`src/ptfm_pkg.sv`:
```
// Purpose: Shared constants and carriers for the paper tape feed monitor
// Assumes: 100 MHz system clock, 32-bit classic Wishbone register access
// Notes: Times are kept in their own unit, cycle counts derived from them
package ptfm_pkg;

   // Clock
   localparam int CLK_PERIOD_NS = 10;

   // Times as specified
   localparam int STROBE_TIME_NS = 250;
   localparam int BLANK_TIME_US = 7000;
   localparam int INTERVAL_TIME_US = 3500;
   localparam int GUARD_TIME_US = 2000;
   localparam int HOLDOFF_TIME_US = 3000;

   // Derived cycle counts
   localparam int STROBE_CYCLES = (STROBE_TIME_NS + CLK_PERIOD_NS - 1) / CLK_PERIOD_NS;
   localparam int BLANK_CYCLES = (BLANK_TIME_US * 1000 + CLK_PERIOD_NS - 1) / CLK_PERIOD_NS;
   localparam int INTERVAL_CYCLES = (INTERVAL_TIME_US * 1000) / CLK_PERIOD_NS;
   localparam int GUARD_CYCLES = (GUARD_TIME_US * 1000) / CLK_PERIOD_NS;
   localparam int HOLDOFF_CYCLES = (HOLDOFF_TIME_US * 1000 + CLK_PERIOD_NS - 1) / CLK_PERIOD_NS;

   // Widths
   localparam int FRAME_WIDTH = 7;
   localparam int CTRL_WIDTH = 18;
   localparam int ADDR_WIDTH = 8;
   localparam int DATA_WIDTH = 32;
   localparam int SEL_WIDTH = 4;
   localparam int EV_WIDTH = 3;
   localparam int BOOT_ADDR_WIDTH = 15;

   // Control register bits
   localparam int CTRL_SELECT_BIT = 17;
   localparam int CTRL_START_BIT = 16;
   localparam int CTRL_STOP_BIT = 15;

   // Register offsets
   localparam logic [ADDR_WIDTH-1:0] OFS_CONTROL = 8'h00;
   localparam logic [ADDR_WIDTH-1:0] OFS_INPUT = 8'h04;
   localparam logic [ADDR_WIDTH-1:0] OFS_STATUS = 8'h08;
   localparam logic [ADDR_WIDTH-1:0] OFS_MASK = 8'h0c;
   localparam logic [ADDR_WIDTH-1:0] OFS_STATE = 8'h10;
   localparam logic [ADDR_WIDTH-1:0] OFS_COMMAND = 8'h14;

   // Event bits of status and mask
   localparam int EV_FRAME_BIT = 0;
   localparam int EV_RESUME_BIT = 1;
   localparam int EV_FAULT_BIT = 2;

   // State register bits
   localparam int STATE_TAPE_FEED_BIT = 0;
   localparam int STATE_HALT_BIT = 1;
   localparam int STATE_BLANK_BIT = 2;
   localparam int STATE_HOLDOFF_BIT = 3;
   localparam int STATE_INTERVAL_BIT = 4;
   localparam int STATE_GUARD_BIT = 5;
   localparam int STATE_FAULT_BIT = 6;
   localparam int STATE_DETECT_BIT = 7;
   localparam int STATE_PENDING_BIT = 8;

   // Command register bits
   localparam int CMD_FAULT_CLEAR_BIT = 0;
   localparam int CMD_BOOT_BIT = 1;

   // Reset values
   localparam logic [CTRL_WIDTH-1:0] CTRL_RESET = 18'h00000;
   localparam logic [FRAME_WIDTH-1:0] INPUT_RESET = 7'h00;
   localparam logic [EV_WIDTH-1:0] MASK_RESET = 3'h0;
   localparam logic [BOOT_ADDR_WIDTH-1:0] BOOT_ADDR = 15'h0000;

   // Wishbone carriers
   typedef struct packed
   {
      logic cyc;
      logic stb;
      logic we;
      logic [ADDR_WIDTH-1:0] adr;
      logic [SEL_WIDTH-1:0] sel;
      logic [DATA_WIDTH-1:0] dat;
   } ptfm_wb_req_t;

   typedef struct packed
   {
      logic ack;
      logic [DATA_WIDTH-1:0] dat;
   } ptfm_wb_rsp_t;

   // Reader pins
   typedef struct packed
   {
      logic feed_n;
      logic [FRAME_WIDTH-1:0] levels;
   } ptfm_tape_in_t;

endpackage

```
`src/ptfm_timer.sv`:
```
// Purpose: Retriggerable interval timer counted in system clocks
// Assumes: trig_i is a one-cycle pulse in the clk_i domain
// Notes: expire_o pulses in the last active cycle unless retriggered
`timescale 1ns/1ps
`default_nettype none

module ptfm_timer
#(
   parameter int COUNT = 16,
   parameter int W = $clog2(COUNT + 1)
)
(
   input wire logic clk_i,
   input wire logic rst_i,
   input wire logic trig_i,
   output logic active_o,
   output logic expire_o
);
   import ptfm_pkg::*;

   typedef struct packed
   {
      logic [W-1:0] cnt;
   } ptfm_timer_state_t;

   ptfm_timer_state_t state_reg;
   ptfm_timer_state_t state_next;

   always_comb
   begin
      state_next = state_reg;
      if (trig_i)
      begin
         state_next.cnt = W'(COUNT);
      end
      else if (state_reg.cnt != '0)
      begin
         state_next.cnt = state_reg.cnt - W'(1);
      end
   end

   always_ff @(posedge clk_i)
   begin
      if (rst_i)
      begin
         state_reg <= '0;
      end
      else
      begin
         state_reg <= state_next;
      end
   end

   assign active_o = (state_reg.cnt != '0);
   assign expire_o = (state_reg.cnt == W'(1)) && !trig_i;

endmodule

`default_nettype wire

```
`src/ptfm_core.sv`:
```
// Purpose: Paper tape reader feed monitor with frame capture and fault watch
// Assumes: Feed and level pins are asynchronous; gated_pulse_i is on clk_i
// Notes: Registers over classic Wishbone; timers count system clocks
// Notes on behaviour
// - Strobe on rising trailing edge of feed
// - Strobe is one quarter microsecond pulse
// - Control operation feed clears control, resumes
// - Reading feed samples, clocks detector, acknowledges
// - Holes set low seven bits of cleared register
// - Missing feed registers fault, shows indication
// - Detection blanked seven milliseconds after start
// - Blanking started by pulse with bits 17,16
// - Stop pulse sets halt; feed clears tape feed
// - Detect only when blank expired and feeding
// - Feed retriggers 3.5 millisecond interval timer
// - Interval expiry starts guard timer at once
// - Pulses arriving keep fault from arising
// - Fault declared at guard end, interval idle
// - Fault halts computer and reader, lights both
// - Boot loads and jumps to address zero
// - Stop feed starts hold-off, clears both flags
// - Step sets both flags, one frame delivered
`timescale 1ns/1ps
`default_nettype none

module ptfm_core
#(
   parameter int BLANK_COUNT = ptfm_pkg::BLANK_CYCLES,
   parameter int INTERVAL_COUNT = ptfm_pkg::INTERVAL_CYCLES,
   parameter int GUARD_COUNT = ptfm_pkg::GUARD_CYCLES,
   parameter int HOLDOFF_COUNT = ptfm_pkg::HOLDOFF_CYCLES
)
(
   input wire logic clk_i,
   input wire logic rst_i,
   input wire ptfm_pkg::ptfm_wb_req_t wb_req_i,
   output ptfm_pkg::ptfm_wb_rsp_t wb_rsp_o,
   input wire ptfm_pkg::ptfm_tape_in_t tape_i,
   input wire logic gated_pulse_i,
   output logic sample_strobe_o,
   output logic [ptfm_pkg::FRAME_WIDTH-1:0] input_register_o,
   output logic frame_read_ack_o,
   output logic clear_control_register_o,
   output logic control_resume_o,
   output logic clutch_o,
   output logic brake_o,
   output logic lost_sprocket_indication_o,
   output logic general_fault_o,
   output logic halt_computer_o,
   output logic boot_start_o,
   output logic [ptfm_pkg::BOOT_ADDR_WIDTH-1:0] boot_addr_o,
   output logic irq_o
);
   import ptfm_pkg::*;

   typedef struct packed
   {
      logic feed_s1;
      logic feed_s2;
      logic feed_s3;
      logic [FRAME_WIDTH-1:0] lvl_s1;
      logic [FRAME_WIDTH-1:0] lvl_s2;
      logic [CTRL_WIDTH-1:0] ctrl;
      logic [FRAME_WIDTH-1:0] input_reg;
      logic tape_feed;
      logic halt;
      logic pending;
      logic fault;
      logic [EV_WIDTH-1:0] status;
      logic [EV_WIDTH-1:0] mask;
      logic ack;
      logic [DATA_WIDTH-1:0] rdat;
      logic resume;
      logic read_ack;
      logic boot;
   } ptfm_state_t;

   ptfm_state_t state_reg;
   ptfm_state_t state_next;

   logic feed_edge;
   logic pulse_ok;
   logic blank_trig;
   logic holdoff_trig;
   logic blank_active;
   logic holdoff_active;
   logic interval_active;
   logic interval_expire;
   logic guard_active;
   logic guard_expire;
   logic strobe_active;
   logic detect_en;
   logic fault_event;
   logic reading;
   logic wb_req;
   logic wb_write;
   logic wb_read;
   logic [DATA_WIDTH-1:0] wmask;
   logic [DATA_WIDTH-1:0] state_word;

   // Byte enables widened to a bit mask
   genvar gi;
   generate
      for (gi = 0; gi < SEL_WIDTH; gi++)
      begin : g_mask
         assign wmask[gi*8 +: 8] = {8{wb_req_i.sel[gi]}};
      end
   endgenerate

   // Trailing edge of the active-low feed hole pulse
   assign feed_edge = state_reg.feed_s2 && !state_reg.feed_s3;
   assign reading = state_reg.tape_feed && !state_reg.fault;
   assign pulse_ok = gated_pulse_i && !holdoff_active && state_reg.ctrl[CTRL_SELECT_BIT];
   assign blank_trig = pulse_ok && state_reg.ctrl[CTRL_START_BIT];
   assign holdoff_trig = feed_edge && state_reg.halt && !state_reg.fault;
   assign detect_en = !blank_active && state_reg.tape_feed;
   assign fault_event = detect_en && guard_expire && !interval_active;

   assign wb_req = wb_req_i.cyc && wb_req_i.stb && !state_reg.ack;
   assign wb_write = wb_req && wb_req_i.we;
   assign wb_read = wb_req && !wb_req_i.we;

   always_comb
   begin
      state_word = '0;
      state_word[STATE_TAPE_FEED_BIT] = state_reg.tape_feed;
      state_word[STATE_HALT_BIT] = state_reg.halt;
      state_word[STATE_BLANK_BIT] = blank_active;
      state_word[STATE_HOLDOFF_BIT] = holdoff_active;
      state_word[STATE_INTERVAL_BIT] = interval_active;
      state_word[STATE_GUARD_BIT] = guard_active;
      state_word[STATE_FAULT_BIT] = state_reg.fault;
      state_word[STATE_DETECT_BIT] = detect_en;
      state_word[STATE_PENDING_BIT] = state_reg.pending;
   end

   // Sampling strobe, quarter microsecond
   ptfm_timer #(.COUNT(STROBE_CYCLES)) u_strobe
   (
      .clk_i(clk_i),
      .rst_i(rst_i),
      .trig_i(feed_edge && reading),
      .active_o(strobe_active),
      .expire_o()
   );

   // Start blanking
   ptfm_timer #(.COUNT(BLANK_COUNT)) u_blank
   (
      .clk_i(clk_i),
      .rst_i(rst_i),
      .trig_i(blank_trig),
      .active_o(blank_active),
      .expire_o()
   );

   // Interval timer retriggered by each feed while reading
   ptfm_timer #(.COUNT(INTERVAL_COUNT)) u_interval
   (
      .clk_i(clk_i),
      .rst_i(rst_i),
      .trig_i(feed_edge && reading),
      .active_o(interval_active),
      .expire_o(interval_expire)
   );

   // Guard timer launched in the interval's last active cycle
   ptfm_timer #(.COUNT(GUARD_COUNT)) u_guard
   (
      .clk_i(clk_i),
      .rst_i(rst_i),
      .trig_i(interval_expire),
      .active_o(guard_active),
      .expire_o(guard_expire)
   );

   // Hold-off after a completed stop
   ptfm_timer #(.COUNT(HOLDOFF_COUNT)) u_holdoff
   (
      .clk_i(clk_i),
      .rst_i(rst_i),
      .trig_i(holdoff_trig),
      .active_o(holdoff_active),
      .expire_o()
   );

   always_comb
   begin
      state_next = state_reg;
      state_next.resume = 1'b0;
      state_next.read_ack = 1'b0;
      state_next.boot = 1'b0;
      state_next.ack = 1'b0;

      // Two-stage synchronisers
      state_next.feed_s1 = tape_i.feed_n;
      state_next.feed_s2 = state_reg.feed_s1;
      state_next.feed_s3 = state_reg.feed_s2;
      state_next.lvl_s1 = tape_i.levels;
      state_next.lvl_s2 = state_reg.lvl_s1;

      // Gated clock pulse selects start, stop or step
      if (pulse_ok && !state_reg.fault)
      begin
         if (state_reg.ctrl[CTRL_START_BIT] && !state_reg.tape_feed && !state_reg.halt)
         begin
            state_next.tape_feed = 1'b1;
            state_next.pending = 1'b1;
            if (state_reg.ctrl[CTRL_STOP_BIT])
            begin
               state_next.halt = 1'b1;
            end
         end
         else if (state_reg.ctrl[CTRL_STOP_BIT] && !state_reg.ctrl[CTRL_START_BIT]
                  && state_reg.tape_feed && !state_reg.halt)
         begin
            state_next.halt = 1'b1;
            state_next.pending = 1'b1;
         end
      end

      // Feed pulse actions
      if (feed_edge && !state_reg.fault)
      begin
         if (state_reg.tape_feed)
         begin
            state_next.input_reg = state_reg.lvl_s2;
            state_next.read_ack = 1'b1;
         end
         if (state_reg.pending || state_reg.halt)
         begin
            state_next.ctrl = CTRL_RESET;
            state_next.resume = 1'b1;
            state_next.pending = 1'b0;
         end
         if (state_reg.halt)
         begin
            state_next.halt = 1'b0;
            state_next.tape_feed = 1'b0;
         end
      end

      // Missing feed fault latches
      if (fault_event)
      begin
         state_next.fault = 1'b1;
      end

      // Register writes
      if (wb_write)
      begin
         case (wb_req_i.adr)
            OFS_CONTROL:
            begin
               state_next.ctrl = CTRL_WIDTH'((state_reg.ctrl & ~wmask[CTRL_WIDTH-1:0])
                                 | (wb_req_i.dat[CTRL_WIDTH-1:0] & wmask[CTRL_WIDTH-1:0]));
            end
            OFS_MASK:
            begin
               if (wb_req_i.sel[0])
               begin
                  state_next.mask = wb_req_i.dat[EV_WIDTH-1:0];
               end
            end
            OFS_COMMAND:
            begin
               if (wb_req_i.sel[0] && wb_req_i.dat[CMD_FAULT_CLEAR_BIT])
               begin
                  state_next.fault = fault_event; // A new fault outlives the clear
                  state_next.tape_feed = 1'b0;
                  state_next.halt = 1'b0;
                  state_next.pending = 1'b0;
                  state_next.ctrl = CTRL_RESET;
               end
               if (wb_req_i.sel[0] && wb_req_i.dat[CMD_BOOT_BIT])
               begin
                  state_next.boot = 1'b1;
               end
            end
            default:
            begin
               state_next.ctrl = state_next.ctrl;
            end
         endcase
      end

      // Register reads
      if (wb_req)
      begin
         state_next.ack = 1'b1;
         state_next.rdat = '0;
      end
      if (wb_read)
      begin
         case (wb_req_i.adr)
            OFS_CONTROL: state_next.rdat = DATA_WIDTH'(state_reg.ctrl);
            OFS_INPUT: state_next.rdat = DATA_WIDTH'(state_reg.input_reg);
            OFS_STATUS: state_next.rdat = DATA_WIDTH'(state_reg.status);
            OFS_MASK: state_next.rdat = DATA_WIDTH'(state_reg.mask);
            OFS_STATE: state_next.rdat = state_word;
            default: state_next.rdat = '0;
         endcase
      end

      // Sticky events; a new event outlives a clearing read
      state_next.status = state_reg.status;
      if (wb_read && wb_req_i.adr == OFS_STATUS)
      begin
         state_next.status = '0;
      end
      if (feed_edge && reading)
      begin
         state_next.status[EV_FRAME_BIT] = 1'b1;
      end
      if (feed_edge && !state_reg.fault && (state_reg.pending || state_reg.halt))
      begin
         state_next.status[EV_RESUME_BIT] = 1'b1;
      end
      if (fault_event)
      begin
         state_next.status[EV_FAULT_BIT] = 1'b1;
      end
   end

   always_ff @(posedge clk_i)
   begin
      if (rst_i)
      begin
         state_reg <= '0;
         state_reg.feed_s1 <= 1'b1;
         state_reg.feed_s2 <= 1'b1;
         state_reg.feed_s3 <= 1'b1;
         state_reg.ctrl <= CTRL_RESET;
         state_reg.input_reg <= INPUT_RESET;
         state_reg.mask <= MASK_RESET;
      end
      else
      begin
         state_reg <= state_next;
      end
   end

   assign wb_rsp_o.ack = state_reg.ack;
   assign wb_rsp_o.dat = state_reg.rdat;
   assign sample_strobe_o = strobe_active;
   assign input_register_o = state_reg.input_reg;
   assign frame_read_ack_o = state_reg.read_ack;
   assign clear_control_register_o = state_reg.resume;
   assign control_resume_o = state_reg.resume;
   assign clutch_o = state_reg.tape_feed && !state_reg.fault;
   assign brake_o = !(state_reg.tape_feed && !state_reg.fault);
   assign lost_sprocket_indication_o = state_reg.fault;
   assign general_fault_o = state_reg.fault;
   assign halt_computer_o = state_reg.fault;
   assign boot_start_o = state_reg.boot;
   assign boot_addr_o = BOOT_ADDR;
   assign irq_o = |(state_reg.status & state_reg.mask);

endmodule

`default_nettype wire

```
`config.mk`:
```
export PLATFORM = sky130hd
export DESIGN_NAME = ptfm_core
export DESIGN_NICKNAME = d
export VERILOG_FILES = /design/src/ptfm_pkg.sv /design/src/ptfm_timer.sv /design/src/ptfm_core.sv
export SDC_FILE = /design/constraint.sdc
export NUM_CORES = 1
export LEC_CHECK = 0
export ABC_AREA = 1
export BUFFER_PORTS_ARGS = -buffer_cell sky130_fd_sc_hd__buf_2
export CORE_MARGIN = 2
export CORE_UTILIZATION = 55
export CTS_CLUSTER_DIAMETER = 120
export DETAILED_ROUTE_END_ITERATION = 16
export PLACE_DENSITY = 0.77
export SLEW_MARGIN = 20
export SYNTH_ARGS = -nofsm -noshare
export SYNTH_HDL_FRONTEND = slang
export SYNTH_HIERARCHICAL = 1
export SYNTH_SLANG_ARGS = --single-unit
```
`constraint.sdc`:
```
create_clock -name clk_i -period 4.7 [get_ports clk_i]
set_input_delay 1.175 -clock clk_i [delete_from_list [all_inputs] [get_ports clk_i]]
set_output_delay 1.175 -clock clk_i [all_outputs]
set_load 0.005 [all_outputs]
```
* After elaboration in Yosys (flattened, before gate mapping)
Index checks and enable logic that the tools add are counted.
Storage, ports and cells: bits in latches 0, bits in writable memories 0, register bits after elaboration 169, bits in read-only memories 0, memories 0
Cells by class: add/sub/neg operators 5, bitwise gates (word level) 8, shifts and indexed selects 0, reduce and logical (&&, ||, !) cells 66, divide/modulo/power cells 0, magnitude comparators 0, mux-type cells 37, eq/ne operators 7, multipliers 0
Operators by type and width (count):
- $mux 18 | 5
- $pmux 18 s5 | 1
- $mux 19 | 4
- $mux 20 | 2
- $reduce_bool 19->1 | 2
- $sub 19x1->19 const B | 2
- $and 18x18->18 | 2
- $pmux 18 s2 | 1
- $mux 33 | 1
- $mux 32 | 1
- $logic_and 1x1->1 | 28
- $mux 28 | 1
- $reduce_bool 20->1 | 1
- $sub 20x1->20 const B | 1
- $eq 19x1->1 const B | 1
- $eq 18x1->1 const B | 1
- $not 18->18 | 1
- $or 18x18->18 | 1
- $reduce_bool 18->1 | 1
- $reduce_bool 2->1 | 9
- $sub 18x1->18 const B | 1
- $eq 8x4->1 const B | 2
- $eq 8x5->1 const B | 2
- $logic_not 1->1 | 13
- 17 further kinds | 39

* Depth between registers and ports, before layout
Gate-level depths: netlist of run 1.
depth in word-level cells 13, gate-level depth with buffers 12, depth with buffers taken out 12

* Hierarchy
The synthesis of run 1 kept the hierarchy.
By module, submodules not included:
- ptfm_core | instances 1, cells an instance 527, sequential area each 1481.4 um^2, area an instance 3751.1 um^2
- ptfm_timer at u_interval | instances 1, cells an instance 174, sequential area each 380.4 um^2, area an instance 1247.4 um^2
- ptfm_timer at u_blank | instances 1, cells an instance 170, sequential area each 400.4 um^2, area an instance 1244.9 um^2
- ptfm_timer at u_holdoff | instances 1, cells an instance 168, sequential area each 380.4 um^2, area an instance 1219.9 um^2
- ptfm_timer at u_guard | instances 1, cells an instance 143, sequential area each 360.3 um^2, area an instance 1089.8 um^2
- ptfm_timer at u_strobe | instances 1, cells an instance 38, sequential area each 100.1 um^2, area an instance 286.5 um^2

* Worst setup path before layout of run 1
No wires, ideal clock.
path kind input to register, start input wb_req_i[41] in the netlist's numbering, end register, netlist name state_reg[67], slack 2552 ps, stages 11, required time 4591 ps, data arrival time 2039 ps, path through inv_1 -> nand2_1 -> nor2_4 -> nand2_2 -> inv_2 -> nand3_4 -> buf_6 -> nand4_1 -> nand2_1 -> nand2_1 -> inv_1
RTL lines:
- start: declaration | RTL line ptfm_core.sv:36 | input wire ptfm_pkg::ptfm_wb_req_t wb_req_i,

* Worst setup path in the final report of run 1
start register state_reg, in the netlist general_fault_o, end register state_reg, in the netlist general_fault_o
On the way: cells in the longest elaborated chain, start to end 13
RTL lines:
- start: declaration | RTL line ptfm_core.sv:78 | ptfm_state_t state_reg;
- start signal: assignment | RTL line ptfm_core.sv:339 | state_reg <= state_next;
- $logic_not 1->1 (*) | RTL line ptfm_core.sv:112 | assign reading = state_reg.tape_feed && !state_reg.fault;
- $logic_and 1x1->1 (*) | RTL line ptfm_core.sv:112
- $logic_and 1x1->1 (*) | RTL line ptfm_core.sv:162 | .trig_i(feed_edge && reading),
- $logic_not 1->1 (*) | RTL line ptfm_timer.sv:55 | assign expire_o = (state_reg.cnt == W'(1)) && !trig_i;
- $logic_and 1x1->1 (*) | RTL line ptfm_timer.sv:55
- via interval_expire | RTL line ptfm_core.sv:88 | logic interval_expire;
- $logic_not 1->1 (*) | RTL line ptfm_timer.sv:55
- $logic_and 1x1->1 (*) | RTL line ptfm_timer.sv:55
- via guard_expire | RTL line ptfm_core.sv:90 | logic guard_expire;
- $logic_and 1x1->1 (*) (2 in a row) | RTL line ptfm_core.sv:117 | assign fault_event = detect_en && guard_expire && !interval_active;
- $mux 1 | RTL line ptfm_core.sv:244 | if (fault_event)
- $mux 4 | RTL line ptfm_core.sv:267 | if (wb_req_i.sel[0] && wb_req_i.dat[CMD_FAULT_CLEAR_BIT])
- $mux 4 | RTL line ptfm_core.sv:252 | case (wb_req_i.adr)
- $mux 4 (*) | RTL line ptfm_core.sv:250 | if (wb_write)
The timed path passes the listed nets; every way through them passes the cells marked *. A chain may end at the register's enable or synchronous reset.

==> results of run 1 <==
power by group through the flow:
stage / Clock (uW) / Sequential (uW) / Combinational, uW
5_1_grt: 1490 / 1870 / 3240
3_5_place_dp: 0 / 1860 / 2870
6_report: 1400 / 1830 / 2890
4_1_cts: 1420 / 1830 / 2900
3_3_place_gp: 0 / 1850 / 2790
2_1_floorplan: 0 / 1800 / 2510
worst min-delay path, cell delays in order, from the launching register on:
cell and delay [ps]:
dfxtp_1 300, inv_1 40, nor2_1 30
cell type report:
class                      count  area, um^2
timing repair buffer          80         403
fill                        1449        6170
sequential                   155        3100
multi-input combinational    860        4640
tap                          216         270
inverter                     137         515
clock buffer                  24         502
clock inverter                 8         106
final timing paths:
path                                   start                    endpoint  slack (ps)
hold reg to reg    state_next[71]$_SDFF_PP0_    state_reg[71]$_SDFF_PP0_         400
setup reg to reg  general_fault_o$_SDFF_PP0_  general_fault_o$_SDFF_PP0_        2040
setup / recovery  general_fault_o$_SDFF_PP0_  general_fault_o$_SDFF_PP0_        2040
hold / removal     state_next[71]$_SDFF_PP0_    state_reg[71]$_SDFF_PP0_         400
placed cells by master (no fill, tap or decap), types with 14 or more instances in the layout:
| master | count |
|---|---|
| a21oi_1 | 70 |
| buf_2 | 79 |
| inv_2 | 15 |
| xnor2_1 | 14 |
| dfxtp_1 | 155 |
| nand4_1 | 31 |
| nand2_2 | 22 |
| nor2_1 | 148 |
| nor2_4 | 21 |
| clkbuf_16 | 17 |
| nand3_1 | 89 |
| nor2_2 | 32 |
| nand2_1 | 257 |
| nand3_2 | 18 |
| inv_1 | 115 |
| conb_1 | 29 |
| o21ai_0 | 30 |
metal layers:
metal / wire length [um] / track usage (%) / vias up
li1: - / - / 3860
met1: 8640 / 29.7 / 3433
met2: 8960 / 37.3 / 180
met3: 867 / 4.35 / 33
met4: 385 / 8.35 / 0
met5: 0 / 0 / -
metrics by stage:
stage               setup slack (ps)  area (um^2)  total power (uW)
global placement                1810         8940              4640
finish                          2040         9540              6130
detailed placement              1790         8940              4720
CTS                             2010         9540              6150
floorplan                       2550         8880              4310
global route                    1820         9540              6600
==> flow_summary.toml, run 1 <==
[clocking]
cts_resized = 0
cts_root_buf = "clkbuf_16"
cts_setup_buffers = 0
cts.sinks = 155
htreeDepth = 4
insertion_delay_ps = 420
clockBufferDepth = 2
cts_tree = "done"
cts_buffers = 17
clk_transition_reported_paths_ps = 60
holdBufCountCts = 0

[drt]
vias = 7506
detail_route.first_pass.iterations = 6
wl_per_cell_um = 12.7
wirelength_um = 18900
ant_nets = 0
avgViaCountPerCell = 5.07
drt-initial-drc-count = 504
drc = 0

[power]
clockPowerShare_pct = 22.8
power_density_nw_per_um2 = 642
comb_power_share_pct = 47.2
power.switching_uw = 2630
internal-power_uw = 3500
max-vdd-ir-drop_mv = 0.289
switching_share_pct = 42.9
pwr-share-seq_pct = 29.9
power.leakage_uw = 0.00455

[cells_and_area]
postLayoutCoreUtil_pct = 60.7
finalNonFillerCells = 1480
largest_register_ffs = 35
n_antenna_cell = 0
nNetsFinal = 1319
drive_gt1_share_pct = 21.0
areaGrowthSynthToFinish_pct = 8.80

[die]
die_w_um = 130
initial_core_util_pct = 55.8
rows = 46
die_area_um2 = 17000
die_h_um = 130
io_pins = 124
core_region_area_um2 = 15700

[setup_path]
crit_chain = "inv_1, nand2_1, nor2_2, clkinv_1, nand3_1, nor2_1, inv_1, nand3_1, nor3_1, nand4_1, o21ai_0"
crit_fanout = 12
cp_data_required_time_ps = 5050
worstSetupPathType = "reg -> reg"
cp_top_family = "simple AND/OR/NAND/NOR gates"
reg2reg_depth = 11
cp-end-kind = "register"
critPathBufInv = 3
critPathSlowestCell = "nor2_2"
cp_slowest_stage_delay_ps = 460
crit_arrival_ps = 3010
crit_path_start_kind = "register"
crit_cells = 11

[sta]
fin_setup_tns_ps = 0
finalHoldViolations = 0
fmax_mhz = 376
relSlewSlack_pct = 47.1
fin_crit_sh_pct = 56.5
rsz0062_at_grt = "false"
worst_pin_slew_ps = 789
fin_crit_ps = 2660
slew_violations = 0
setup_violations = 0
hold_ws_ps = 402
clock_skew_ps = 5.63

[worst_hold_path]
whs_path_depth = 2
min_path_type = "reg -> reg"

[grt]
grt_overflow = 0
antenna_found_initial = 0
track_usage_pct = 22.7
grt_pass1_vias = 6693
grt_pass1_wl_um = 31100
grt_max_degree = 68

[placed_design]
io_buffers = 79
place_congestion = 0.864
place_inst = 1448
dp_hpwl_um = 13400

[synth]
synth_cells = 1210
yosysWarnings = 6
syn_avg_cell_area_um2 = 7.25
mappedNetlistArea_um2 = 8770

[flow_run]
drv_cap = 0

[outcome]
status = "finished, final reports clean"
Power figures use the tool's default switching activity.
==> run 2: changes to the inputs <==
--- a/config.mk
+++ b/config.mk
@@ -8,10 +8,10 @@
 export ABC_AREA = 1
 export BUFFER_PORTS_ARGS = -buffer_cell sky130_fd_sc_hd__buf_2
 export CORE_MARGIN = 2
-export CORE_UTILIZATION = 55
+export CORE_UTILIZATION = 53
 export CTS_CLUSTER_DIAMETER = 120
 export DETAILED_ROUTE_END_ITERATION = 16
-export PLACE_DENSITY = 0.77
+export PLACE_DENSITY = 0.78
 export SLEW_MARGIN = 20
 export SYNTH_ARGS = -nofsm -noshare
 export SYNTH_HDL_FRONTEND = slang
==> constraint.sdc (replaced) <==
create_clock -name clk_i -period 2.1 [get_ports clk_i]
set_input_delay 0.525 -clock clk_i [delete_from_list [all_inputs] [get_ports clk_i]]
set_output_delay 0.525 -clock clk_i [all_outputs]
set_load 0.005 [all_outputs]
==> run 2 against run 1 <==
Net effect: worst hold slack lost 110 ps; routed wire length grew 0.53%; cell area grew 1.8%; combinational power grew 130%; non-clock buffer count grew 19; critical path depth shrank 7; first-iteration DRC count grew 20%; global-route usage shrank 0.60 points; worst setup slack lost 1900 ps; core utilization shrank 1.5 points; clock power grew 120%.
==> flow_summary.toml, run 2 (synthesis results as in run 1) <==
[setup_path]
worstReg2RegStart = "u_holdoff/state_reg[0]$_SDFFE_PP0P_"
cp-end-kind = "output pin"
crit_chain = "inv_1, ha_1, nand3_4, buf_2"
crit_path_start_kind = "register"
crit_arrival_ps = 1430
worstSetupPathType = "reg -> out"
r2r_slack_ps = 180
r2r_end = "u_blank/state_reg[17]$_SDFFE_PP0P_"
cp_data_required_time_ps = 1570
cp_slowest_stage_delay_ps = 320
crit_fanout = 6
critPathSlowestCell = "dfxtp_1"
reg2reg_depth = 11

[placed_design]
place_inst = 1471
dp_hpwl_um = 14000
io_buffers = 79
place_ws_ps = 65.8
place_congestion = 0.841

[grt]
antenna_found_initial = 0
grt_pass1_vias = 6816
grt_pass1_wl_um = 32000
grt_overflow = 0
track_usage_pct = 22.1
grt_max_degree = 23

[clocking]
cts_tree = "done"
cts_buffers = 17
cts.sinks = 155
cts_root_buf = "clkbuf_16"
htreeDepth = 4
insertion_delay_ps = 430
clockBufferDepth = 2
clk_transition_reported_paths_ps = 70

[sta]
clock_skew_ps = 9.58
fin_crit_ps = 1950
fmax_mhz = 512
worst_pin_slew_ps = 620
fin_crit_sh_pct = 93.0
rsz0062_at_grt = "false"
slew_violations = 0
finalHoldViolations = 0
relSlewSlack_pct = 58.6
fin_ws_ps = 146
setup_violations = 0
hold_ws_ps = 287
fin_setup_tns_ps = 0

[worst_hold_path]
whs_endpoint = "state_next[86]$_SDFF_PP1_"
worstHoldStart = "tape_i[7]"
min_path_type = "in -> reg"
whs_path_depth = 2

[outcome]
status = "finished, final reports clean"

[cells_and_area]
fillers = 1495
drive_gt1_share_pct = 22.7
most-common-layout-cells = "nand2_1, dfxtp_1, nor2_1"
postLayoutCoreUtil_pct = 59.2
n_antenna_cell = 0
largest_register_ffs = 35
nNetsFinal = 1338
areaGrowthSynthToFinish_pct = 10.8
layout_commonest_cell = "nand2_1"
finalNonFillerCells = 1503

[die]
io_pins = 124
initial_core_util_pct = 53.5
die_area_um2 = 17600
core_region_area_um2 = 16400
die_w_um = 133
rows = 47
die_h_um = 133

[power]
power_density_nw_per_um2 = 1420
power.leakage_uw = 0.00465
max-vdd-ir-drop_mv = 0.838

[drt]
wirelength_um = 19000
vias = 7520
ant_nets = 0
detail_route.first_pass.iterations = 6
wl_per_cell_um = 12.6
drc = 0
drt-initial-drc-count = 604
avgViaCountPerCell = 5.00

[flow_run]
drv_cap = 0
-- run 2: changes by cell type in the layout (fill, tap and decap cells not counted), sizes merged --
cell      previous run  this run
clkinvlp             2         3
buf                 80        99
inv                132       139
clkbuf              24        17
bufinv               2         1
-- run 2: critical path: cells and delay by family, from the launching register on --
kind | cells | cell delay (ps)
adder cells (fa/ha/maj) | 1 | 280
AND/OR/NAND/NOR | 1 | 130
flip-flops | 1 | 320
buffers and inverters | 2 | 260
-- run 2: cell type report --
type / count / area [um^2] / share of cell area [%]
clock buffer: 17 / 425 / 4.38
multi-input combinational: 860 / 4670 / 48.1
timing repair buffer: 99 / 546 / 5.61
inverter: 137 / 519 / 5.34
tap: 220 / 275 / 2.83
clock inverter: 15 / 175 / 1.80
sequential: 155 / 3100 / 31.9
-- run 2: per-stage QoR --
stage	instance area, um^2	power (uW)
after global routing	9720	14900
after global placement	9080	10500
final	9720	13800
after CTS	9680	13800
after floorplan	8880	9650
after detailed placement	9080	10700
-- run 2: repair_timing --
action,4_1_cts,5_1_grt
resized for setup,0,6
hold buffers,0,0
buffers inserted,0,0
setup endpoints to repair,0,16
-- run 2: power breakdown --
| group | total (uW) | internal, uW | leakage [uW] | switching [uW] |
|---|---|---|---|---|
| Clock | 3100 | 1700 | 0.000289 | 1400 |
| Combinational | 6610 | 2470 | 0.00310 | 4140 |
| Sequential | 4090 | 3520 | 0.00126 | 576 |
| Total | 13800 | 7680 | 0.00465 | 6120 |
-- run 2: routing by layer --
| metal | part of all wire [%] | vias to the layer above | track usage [%] |
|---|---|---|---|
| li1 | - | 3898 | - |
| met1 | 46 | 3376 | 29.5 |
| met2 | 47 | 215 | 35.5 |
| met3 | 5.8 | 31 | 4.60 |
| met4 | 1.7 | 0 | 7.59 |
| met5 | 0 | - | 0 |
-- run 2: how the worst max path moves through the flow --
stage | start | endpoint | slack [ps] | cells past startpoint
2_1_floorplan | general_fault_o$_SDFF_PP0_ | general_fault_o$_SDFF_PP0_ | 260 | 11
3_3_place_gp | u_holdoff/state_reg[0]$_SDFFE_PP0P_ | u_blank/state_reg[17]$_SDFFE_PP0P_ | 90 | 11
3_5_place_dp | u_holdoff/state_reg[0]$_SDFFE_PP0P_ | u_blank/state_reg[8]$_SDFFE_PP0P_ | 70 | 10
4_1_cts | u_holdoff/state_reg[0]$_SDFFE_PP0P_ | u_blank/state_reg[17]$_SDFFE_PP0P_ | 50 | 11
5_1_grt | u_holdoff/state_reg[0]$_SDFFE_PP0P_ | u_blank/state_reg[17]$_SDFFE_PP0P_ | 30 | 11
6_report | u_strobe/state_reg[0]$_SDFFE_PP0P_ | sample_strobe_o | 150 | 4
